==> config.mk <==
export PLATFORM = sky130hd
export DESIGN_NAME = ros_relay_select
export DESIGN_NICKNAME = d
export VERILOG_FILES = /design/src/ros_pkg.sv /design/src/ros_relay_select.sv
export SDC_FILE = /design/constraint.sdc
export NUM_CORES = 2
export LEC_CHECK = 0
export BUFFER_PORTS_ARGS = -buffer_cell sky130_fd_sc_hd__buf_2
export CAP_MARGIN = 0
export CORE_UTILIZATION = 36
export CTS_BUF_LIST = sky130_fd_sc_hd__clkbuf_2 sky130_fd_sc_hd__clkbuf_4 sky130_fd_sc_hd__clkbuf_8
export DETAILED_ROUTE_END_ITERATION = 7
export GPL_TIMING_DRIVEN = 0
export SLEW_MARGIN = 20
export SYNTH_ARGS = -nofsm -noshare
export SYNTH_HDL_FRONTEND = slang
export SYNTH_SLANG_ARGS = --single-unit
==> constraint.sdc <==
create_clock -name clock -period 59.1 [get_ports clock]
set_clock_uncertainty 0.2 [all_clocks]
set_input_delay 11.82 -clock clock [delete_from_list [all_inputs] [get_ports clock]]
set_output_delay 11.82 -clock clock [all_outputs]
set_load 0.02 [all_outputs]
==> src/ros_pkg.sv <==
package ros_pkg;

    // ------------------------------------------------------------
    // Fixed-point formats
    // ------------------------------------------------------------
    // Percentages are held in tenths of a percent (1000 = 100.0 %)
    localparam int PCT_W = 16;
    // Speeds are held in tenths of a hertz
    localparam int SPD_W = 16;

    // ------------------------------------------------------------
    // Setting ranges and defaults, tenths of a percent
    // ------------------------------------------------------------
    localparam logic signed [PCT_W-1:0] SCALE_MIN   = 16'sh0000; // 0.0 %
    localparam logic signed [PCT_W-1:0] SCALE_MAX   = 16'sh4e20; // 2000.0 %
    localparam logic signed [PCT_W-1:0] SCALE_DEF   = 16'sh03e8; // 100.0 %
    localparam logic signed [PCT_W-1:0] OFFSET_MIN  = -16'sh1388; // -500.0 %
    localparam logic signed [PCT_W-1:0] OFFSET_MAX  = 16'sh1388; // 500.0 %
    localparam logic signed [PCT_W-1:0] OFFSET_DEF  = 16'sh0000; // 0.0 %
    localparam logic signed [PCT_W-1:0] THRESH_MIN  = 16'sh0000; // 0.0 %
    localparam logic signed [PCT_W-1:0] THRESH_MAX  = 16'sh07d0; // 200.0 %
    localparam logic signed [PCT_W-1:0] THRESH_DEF  = 16'sh03e8; // 100.0 %
    localparam logic signed [PCT_W-1:0] HYST_MIN    = 16'sh0000; // 0.0 %
    localparam logic signed [PCT_W-1:0] HYST_MAX    = 16'sh03e8; // 100.0 %
    localparam logic signed [PCT_W-1:0] HYST_DEF    = 16'sh0000; // 0.0 %
    // Unity of the scale factor, used as divisor
    localparam logic signed [31:0]      SCALE_UNITY = 32'sh000003e8;
    // Control source code selecting follower mode
    localparam logic [3:0]              SRC_FOLLOW  = 4'h9;

    // ------------------------------------------------------------
    // Relay function codes
    // ------------------------------------------------------------
    typedef enum logic [3:0] {
        FN_RUNNING   = 4'b0000,
        FN_HEALTHY   = 4'b0001,
        FN_AT_SPEED  = 4'b0010,
        FN_TRIPPED   = 4'b0011,
        FN_SPD_ABOVE = 4'b0100,
        FN_CUR_ABOVE = 4'b0101,
        FN_SPD_BELOW = 4'b0110,
        FN_CUR_BELOW = 4'b0111,
        FN_AIN2_ABOVE= 4'b1000,
        FN_READY     = 4'b1001
    } ros_fn_e;
    localparam logic [3:0] FN_DEF = 4'h1;

    // ------------------------------------------------------------
    // Carriers
    // ------------------------------------------------------------
    // Drive status flags from the rest of the drive
    typedef struct packed {
        logic motorEnabled;
        logic powerOk;
        logic fault;
        logic atSpeed;
        logic readyToRun;
    } ros_status_s;

    // Measured quantities, tenths of a percent of full scale
    typedef struct packed {
        logic signed [PCT_W-1:0] speedPct;
        logic signed [PCT_W-1:0] currentPct;
        logic signed [PCT_W-1:0] ain1Pct;
        logic signed [PCT_W-1:0] ain2Pct;
    } ros_meas_s;

    // Settings
    typedef struct packed {
        logic [3:0]              relayFunction;
        logic signed [PCT_W-1:0] threshold;
        logic signed [PCT_W-1:0] hysteresis;
        logic signed [PCT_W-1:0] scale;
        logic signed [PCT_W-1:0] offset;
        logic [3:0]              controlSource;
    } ros_cfg_s;

endpackage : ros_pkg

==> src/ros_relay_select.sv <==
`timescale 1ns/1ps

module ros_relay_select
    import ros_pkg::*;
(
    input  wire logic                    clock,            // 20 MHz system clock
    input  wire logic                    reset_n,          // Async reset, active low
    input  wire ros_cfg_s                cfg,              // Settings, defaults at reset
    input  wire logic                    cfgLoad,          // Take new settings
    input  wire ros_status_s             status,           // Drive status flags
    input  wire ros_meas_s               meas,             // Measured quantities
    input  wire logic signed [SPD_W-1:0] masterSpeed,      // Master speed, 0.1 Hz
    input  wire logic signed [SPD_W-1:0] minSpeed,         // Minimum speed, 0.1 Hz
    input  wire logic signed [SPD_W-1:0] maxSpeed,         // Maximum speed, 0.1 Hz
    output logic                         relayActive,      // Relay contacts closed
    output logic signed [31:0]           ain1_result_display, // Scaled result, 0.1 %
    output logic signed [SPD_W-1:0]      followerSpeed,    // Follower speed, 0.1 Hz
    output logic                         followerMode      // Follower mode in force
);

    // ------------------------------------------------------------
    // Setting registers
    // ------------------------------------------------------------
    logic [3:0]              relayFunction;  // Held function code
    logic signed [PCT_W-1:0] threshold;      // Held threshold
    logic signed [PCT_W-1:0] hysteresis;     // Held hysteresis
    logic signed [PCT_W-1:0] scale;          // Held scale factor
    logic signed [PCT_W-1:0] offset;         // Held offset
    logic [3:0]              controlSource;  // Held control source

    // Clamp helper for settings
    function automatic logic signed [PCT_W-1:0] clampPct(
        input logic signed [PCT_W-1:0] v,
        input logic signed [PCT_W-1:0] lo,
        input logic signed [PCT_W-1:0] hi
    );
        logic signed [PCT_W-1:0] r;
        r = v;
        if (v < lo) begin
            r = lo;
        end else if (v > hi) begin
            r = hi;
        end
        return r;
    endfunction : clampPct

    // Out of range codes fall back to the default
    wire logic [3:0] next_relayFunction = (cfg.relayFunction > 4'h9) ? FN_DEF
                                          : cfg.relayFunction;

    // Settings load, percentage settings clamped to their ranges
    always_ff @(posedge clock or negedge reset_n) begin
        if (!reset_n) begin
            relayFunction <= FN_DEF;
            threshold     <= THRESH_DEF;
            hysteresis    <= HYST_DEF;
            scale         <= SCALE_DEF;
            offset        <= OFFSET_DEF;
            controlSource <= 4'h0;
        end else if (cfgLoad) begin
            relayFunction <= next_relayFunction;
            threshold     <= clampPct(cfg.threshold, THRESH_MIN, THRESH_MAX);
            hysteresis    <= clampPct(cfg.hysteresis, HYST_MIN, HYST_MAX);
            scale         <= clampPct(cfg.scale, SCALE_MIN, SCALE_MAX);
            offset        <= clampPct(cfg.offset, OFFSET_MIN, OFFSET_MAX);
            controlSource <= cfg.controlSource;
        end
    end

    // ------------------------------------------------------------
    // Analog input one scaling and offset
    // ------------------------------------------------------------
    // Difference of input and offset, widened
    wire logic signed [17:0] ainDiff = 18'(meas.ain1Pct) - 18'(offset);
    // Product with the scale factor, tenths times tenths
    wire logic signed [35:0] ainProd = 36'(ainDiff) * 36'(scale);
    // Back to tenths of a percent
    wire logic signed [35:0] ainQuot = ainProd / 36'(SCALE_UNITY);
    wire logic signed [31:0] next_ain1Result = ainQuot[31:0];

    // ------------------------------------------------------------
    // Follower speed
    // ------------------------------------------------------------
    wire logic signed [35:0] spdProd = 36'(masterSpeed) * 36'(scale);
    wire logic signed [35:0] spdQuot = spdProd / 36'(SCALE_UNITY);
    wire logic               spdLow  = spdQuot < 36'(minSpeed);
    wire logic               spdHigh = spdQuot > 36'(maxSpeed);
    wire logic signed [SPD_W-1:0] next_followerSpeed =
        spdLow  ? minSpeed :
        spdHigh ? maxSpeed : spdQuot[SPD_W-1:0];
    wire logic next_followerMode = (controlSource == SRC_FOLLOW);

    // Computed results registered
    always_ff @(posedge clock or negedge reset_n) begin
        if (!reset_n) begin
            ain1_result_display <= 32'sh00000000;
            followerSpeed       <= 16'sh0000;
            followerMode        <= 1'b0;
        end else begin
            ain1_result_display <= next_ain1Result;
            followerSpeed       <= next_followerMode ? next_followerSpeed
                                                     : 16'sh0000;
            followerMode        <= next_followerMode;
        end
    end

    // ------------------------------------------------------------
    // Threshold comparison with hysteresis
    // ------------------------------------------------------------
    // Compared quantity for the selected function
    wire logic signed [PCT_W-1:0] cmpValue =
        (relayFunction == FN_CUR_ABOVE || relayFunction == FN_CUR_BELOW) ? meas.currentPct :
        (relayFunction == FN_AIN2_ABOVE) ? meas.ain2Pct : meas.speedPct;
    // Upper and lower switching points
    wire logic signed [17:0] upperPt = 18'(threshold) + 18'(hysteresis);
    wire logic signed [17:0] lowerPt = 18'(threshold) - 18'(hysteresis);
    wire logic               aboveUp = 18'(cmpValue) >  upperPt;
    wire logic               belowLo = 18'(cmpValue) <  lowerPt;
    wire logic               atOrUp  = 18'(cmpValue) >= upperPt;
    wire logic               atOrLo  = 18'(cmpValue) <= lowerPt;
    // With no band the plain compare points apply
    wire logic               noBand  = (hysteresis == HYST_MIN);
    wire logic               goHigh  = noBand ? atOrUp : aboveUp;
    wire logic               goLow   = noBand ? !atOrLo : belowLo;
    logic                    overThresh;  // Held compare state
    // Function change restarts comparison from raw level
    logic [3:0]              lastFunction;
    wire logic               fnChanged = (lastFunction != relayFunction);
    wire logic               next_overThresh =
        fnChanged ? atOrUp :
        goHigh    ? 1'b1 :
        (noBand ? !atOrUp : belowLo) ? 1'b0 : overThresh;

    // Compare state tracking
    always_ff @(posedge clock or negedge reset_n) begin
        if (!reset_n) begin
            overThresh   <= 1'b0;
            lastFunction <= FN_DEF;
        end else begin
            overThresh   <= next_overThresh;
            lastFunction <= relayFunction;
        end
    end

    // ------------------------------------------------------------
    // Relay function selection
    // ------------------------------------------------------------
    logic next_relay;  // Selected condition

    // Condition multiplexer
    always_comb begin
        next_relay = 1'b0;
        unique case (ros_fn_e'(relayFunction))
            FN_RUNNING:    next_relay = status.motorEnabled;
            FN_HEALTHY:    next_relay = status.powerOk && !status.fault;
            FN_AT_SPEED:   next_relay = status.atSpeed;
            FN_TRIPPED:    next_relay = status.fault;
            FN_SPD_ABOVE:  next_relay = overThresh;
            FN_CUR_ABOVE:  next_relay = overThresh;
            FN_SPD_BELOW:  next_relay = !overThresh;
            FN_CUR_BELOW:  next_relay = !overThresh;
            FN_AIN2_ABOVE: next_relay = overThresh;
            FN_READY:      next_relay = status.readyToRun && !status.fault;
            default:       next_relay = 1'b0;
        endcase
    end

    // Relay drive register
    always_ff @(posedge clock or negedge reset_n) begin
        if (!reset_n) begin
            relayActive <= 1'b0;
        end else begin
            relayActive <= next_relay;
        end
    end

endmodule : ros_relay_select

Yosys cells after proc, flatten, opt, wreduce, memory -nomap -nowiden
Cells that the tools add are included.

storage, ports and cells
  register bits = 127
  latch bits = 0
  RAM bits = 0
  memory bits (read-only) = 0
  input port bits = 192
  output and inout bits = 50
  word-level logic and storage cells = 75
  memories kept = 0

operators by class
  add/subtract/negate cells = 3
  multipliers = 2
  divide/modulo/power cells = 2
  $lt $le $gt $ge = 14
  equal/unequal tests = 11
  shift-type cells = 0
  mux-type cells = 20
  bitwise operators = 0
  reductions and logical operators = 11

operators by type and width
  cell                                                                     number
  16-bit two-way mux                                                       13
  36-bit by 11-bit divider with 36-bit output (second input constant)      2
  16-bit by 1-bit < comparator with 1-bit output (second input constant)   3
  36-bit by 16-bit > comparator with 1-bit output                          1
  36-bit by 16-bit < comparator with 1-bit output                          1
  16-bit by 16-bit subtractor with 17-bit output                           2
  17-bit by 16-bit multiplier with 33-bit output                           1
  16-bit by 16-bit multiplier with 32-bit output                           1
  16-bit by 16-bit adder with 17-bit output                                1
  16-bit by 17-bit >= comparator with 1-bit output                         1
  16-bit by 17-bit > comparator with 1-bit output                          1
  16-bit by 17-bit < comparator with 1-bit output                          1
  4-bit by 3-bit == test with 1-bit output (second input constant)         4
  16-bit by 11-bit > comparator with 1-bit output (second input constant)  1
  16-bit by 12-bit > comparator with 1-bit output (second input constant)  1
  16-bit by 14-bit > comparator with 1-bit output (second input constant)  1
  16-bit > comparator (second input constant)                              1
  16-bit logical NOT                                                       1
  16-bit by 14-bit < comparator with 1-bit output (second input constant)  1
  4-bit == test (second input constant)                                    3
  4-bit by 2-bit == test with 1-bit output (second input constant)         2
  1-bit one-hot mux with 7 select lines                                    1
  1-bit two-way mux                                                        5
  4-bit by 1-bit == test with 1-bit output (second input constant)         1
  other kinds (10)                                                         13

Depth between registers and ports, before layout
  depth after elaboration = 9
  depth in mapped cells = 117
  depth with buffers taken out = 102

Least setup slack after synthesis
Ideal clock, no wire load.

  path kind = input to register
  from = input meas[16] (netlist name)
  to = register ain1_result_display[20]
  setup time = 133 ps
  arrival time = 36,795 ps
  data required time = 58,767 ps
  slack = 21,971 ps
  stages on the path = 105
  buffers on the path = 9
  cells stage by stage = inv_1 > ha_1 > inv_1 > fa_1 > a21o_1 > a21oi_1 > o21bai_1 > a21oi_1 > o21bai_1 > a21oi_1 > o21bai_1 > a21oi_1 > o21bai_1 > a21oi_1 > o21bai_1 > a21oi_1 > nand2b_1 > nand3b_1 > [... 69 more ...] > nor3_2 > a41oi_4 > and3_1 > a211o_1 > buf_2 > a311oi_1 > o21bai_1 > a211oi_1 > o21ai_2 > o31a_1 > a221oi_2 > nor2_1 > ha_1 > a31oi_1 > a21oi_1 > o21ai_0 > a21oi_1 > xor2_1

between the ends
  cells in the longest elaborated chain, start to end = 3

ends and longest elaborated chain
  what                                            line                     source
  start, declared                                 ros_relay_select.sv:11   input wire ros_meas_s meas,
  16-bit by 16-bit subtractor with 17-bit output  ros_relay_select.sv:74   wire logic signed [17:0] ainDiff = 18'(meas.ain1Pct) - 18'(offset);
  17-bit by 16-bit multiplier with 33-bit output  ros_relay_select.sv:76   wire logic signed [35:0] ainProd = 36'(ainDiff) * 36'(scale);
  36-bit by 11-bit divider with 36-bit output     ros_relay_select.sv:78   wire logic signed [35:0] ainQuot = ainProd / 36'(SCALE_UNITY);
  net ainQuot[20]                                 ros_relay_select.sv:78
  end signal, assigned                            ros_relay_select.sv:100  ain1_result_display <= next_ain1Result;
  end, declared                                   ros_relay_select.sv:16   output logic signed [31:0] ain1_result_display,

The timed path passes the listed nets, and every way through them passes these cells.
A chain may end at the register's enable or synchronous reset.

Worst setup path in the final report
Same ends and word-level chain as after synthesis.

==> Flow_metrics.wiki <==
{| class="wikitable"
! Metric !! Value
|-
| Most area-hungry cell type in the Yosys netlist || sky130_fd_sc_hd__fa_1
|-
| Slack of the worst reg-to-reg path || 28.08 ns
|-
| Via count of the first global-routing pass || 43500
|-
| Number of setup violations in the final report || 0
|-
| Largest delay contributor family on the critical path || compound AO/OA/AOI/OAI gates
|-
| Unrepaired setup endpoints after global routing || no
|-
| HPWL after DPL || 122000 µm
|-
| Clock Pin Slew Worst Setup and Hold Paths || 0.11 ns
|-
| Endpoints failing hold || 0
|-
| Clock latency of the later-clocked register in the worst-skew pair || 0.64 ns
|-
| Endpoint of the worst register-to-register path || followerSpeed[13]
|-
| CP Data Arrival Time || 42.14 ns
|-
| Gate count of the mapped netlist || 5842
|-
| Overall global routing resource usage || 0.224
|-
| Ys async rst share || 1.00
|-
| Adder and majority cell fraction of the synthesized area || 0.308
|-
| Detailed-route vias per instance || 5.63
|-
| Max capacitance violation total || 0
|-
| Largest cells by area after synthesis || sky130_fd_sc_hd__fa_1, sky130_fd_sc_hd__ha_1, sky130_fd_sc_hd__inv_1
|-
| Shortest period the worst path allows || 41.86 ns
|-
| Maximum buffer depth of the clock tree || 2
|-
| Antenna violations before repair || 13
|-
| Category of the worst setup path launch point || primary input
|-
| Number of enable-type register cells in the synthesized netlist || 0
|-
| Reg2reg start || scale[3]
|-
| Area delta synth->final || 8.12%
|-
| Iteration count of the initial detailed-routing pass || 6
|-
| Net count of the mapped netlist || 6862
|-
| Area of the core || 0.128 mm²
|-
| Slew headroom || 0.286
|-
| Compound-cell area share of the yosys netlist || 0.233
|-
| Number of different library cells in the post-synthesis netlist || 154
|-
| Layout cell share with drive strength beyond 1 || 0.0991
|-
| Upper clock frequency limit || 23.9 MHz
|-
| Final estimated routing congestion in global placement || 0.929
|-
| Share of synthesized area occupied by flip-flops and latches || 0.0671
|-
| Critical Path Fanout Max || 10
|-
| Overall die area || 0.131 mm²
|-
| Cell area after placement || 0.0499 mm²
|-
| # port buffers || 240
|-
| Drt wl/cell || 18.8 µm
|-
| Detail Route Antenna Nets || 0
|-
| Standard cell with the maximum stage delay on the critical path || sky130_fd_sc_hd__fa_1
|-
| Post-route cell area || 0.0503 mm²
|-
| Worst hold path type || reg2reg
|-
| Total count of max-transition violations in the final report || 0
|-
| CTS-repair resized insts || 0
|-
| DP Worst Slack || 16.94 ns
|-
| Fraction of synthesized cell area in xor and xnor cells || 0.0643
|-
| Most common cell after layout, fill and taps aside || sky130_fd_sc_hd__inv_1
|-
| Floorplan die height || 361 µm
|-
| Min-delay src || relayFunction[0]
|-
| Ratio of final minimum period to clock period || 0.708
|-
| Hold endpoint || lastFunction[0]
|-
| Synthesized-area fraction occupied by and/or/nand/nor cells || 0.212
|-
| Total DRC errors in the routed layout || 0
|-
| Total Neg Setup Slack || 0 ns
|-
| Number of storage elements in the synthesis netlist || 124
|-
| Count of pins on the block boundary || 242
|-
| Vias post-DR || 43900
|-
| Maximum number of pins on one net before global-route repair || 80
|-
| Slew at the pin with the worst max-slew slack || 1.07 ns
|-
| Required time reported for the critical path endpoint || 59.38 ns
|-
| Share of the synthesized area in the top cell type || 0.219
|-
| Maximum level of the CTS H-tree || 4
|-
| Die width || 361 µm
|-
| Post-Synthesis Cell Area || 0.0465 mm²
|-
| Delay of the slowest cell on the worst path || 0.66 ns
|-
| Leftover overflow at the end of global routing || 0
|-
| Final net count || 7123
|-
| Mux contribution to synthesized area || 0.0326
|-
| Crit path buffers/inverters || 14
|-
| Leading cell types in the layout, fill and taps excluded || sky130_fd_sc_hd__inv_1, sky130_fd_sc_hd__nand2_1, sky130_fd_sc_hd__fa_1
|-
| Cts-stage hold buffer count || 0
|-
| Setup fix buffers added after clock tree synthesis || 0
|-
| First DRT Iteration DRCs || 3244
|-
| Status || complete, no violations
|-
| Dominant cell type by count on the critical path || sky130_fd_sc_hd__a21oi_1
|-
| Global-route wire length before repair || 238000 µm
|-
| Worst hold stages || 0
|-
| Final std cells w/o fill || 7787
|-
| Total number of yosys warnings || 0
|-
| Final Worst Setup Slack || 17.24 ns
|-
| Clk sink count || 124
|-
| Endpoint type of the worst setup path || flop
|-
| Root Buffer || sky130_fd_sc_hd__clkbuf_8
|-
| Worst reg2reg path depth || 101
|-
| Primary FF master, synth || sky130_fd_sc_hd__dfrtp_1
|-
| Initial core utilization || 0.364
|-
| Post-Place Cells || 7746
|-
| Largest family of logic cells by synthesized area || adder cells
|-
| TritonCTS Buffers || 17
|-
| Site Rows || 131
|-
| CTS tree || built
|-
| Total routed wirelength || 146000 µm
|-
| Critical setup path kind || in2reg
|-
| Post-Synthesis Mean Instance Area || 7.96 µm²
|}
synth_stat cells, drive strengths merged (18+ instances only):
cell / count
dfrtp: 110
nor2b: 48
nand2b: 50
a311oi: 18
o22ai: 28
a21boi: 27
nand4: 78
a21oi: 302
a2111oi: 23
mux2i: 90
clkbuf: 173
or4: 22
a31oi: 86
xor2: 91
fa: 508
a211o: 31
and3: 72
or2: 46
a31o: 25
o31ai: 31
o2111ai: 31
a41oi: 27
nor2: 378
o211ai: 73
buf: 61
nand2: 565
o21bai: 35
o21ai: 284
mux2: 53
nor3: 122
o211a: 25
a211oi: 72
ha: 320
nor4: 41
o31a: 18
and2: 269
or3: 42
o21a: 46
a21o: 86
nand3: 133
inv: 750
xnor2: 237
how the worst max path moves through the flow:
stage                     from                      end  cells after the start
6_report              meas[16]  ain1_result_display[20]                    106
5_1_grt        masterSpeed[15]        followerSpeed[13]                    100
4_1_cts               meas[16]  ain1_result_display[20]                    106
3_5_place_dp          meas[16]  ain1_result_display[20]                    106
3_3_place_gp          meas[16]  ain1_result_display[20]                    106
2_1_floorplan         meas[16]  ain1_result_display[20]                    105
area by class of cell:
type	instances	area, µm²
diodes	9	22.5
plain buffers	234	1010
clock buffers	18	248
clock inverters	14	171
fillers	13200	77500
inverters	750	2820
multi-input cells	4734	39600
flip-flops and latches	124	3120
well taps	1662	2080
repair buffers	242	1240
metrics by stage:
| step | utilization | hold WS [ns] |
|---|---|---|
| 3_5_place_dp | 0.390 | 0.157 |
| 2_1_floorplan | - | 0.152 |
| 6_report | 0.393 | 0.173 |
| 4_1_cts | 0.393 | 0.173 |
| 5_1_grt | 0.393 | 0.176 |
| 3_3_place_gp | 0.390 | 0.155 |
sequential cells by signal, summed over array words and instances (netlist names):
signal	count
ain1_result_display	32
followerSpeed	16
offset	16
hysteresis	15
scale	15
threshold	15
controlSource	4
lastFunction	4
relayFunction	4
followerMode	1
overThresh	1
relayActive	1
cell families (layout without fill, tap and decap cells):
logic type / Yosys count / in the layout
simple gates: 1941 / 1941
mux: 143 / 143
fa+ha+maj: 844 / 844
compound gates: 1476 / 1476
flops: 124 / 124
xor+xnor: 330 / 330
buf+inv: 984 / 1258
other cells: 0 / 9
metal layers:
metal  global-route usage  wire [µm]  part of all wire
met1                0.299      65500              0.45
met2                0.378      68900              0.47
met3               0.0321       8350             0.057
met4               0.0575       3400             0.023
met5                    0         68           0.00047
Power is left out: the tool's default activity adds up to more than one toggle a clock period on the data nets, which glitch-free logic cannot reach.
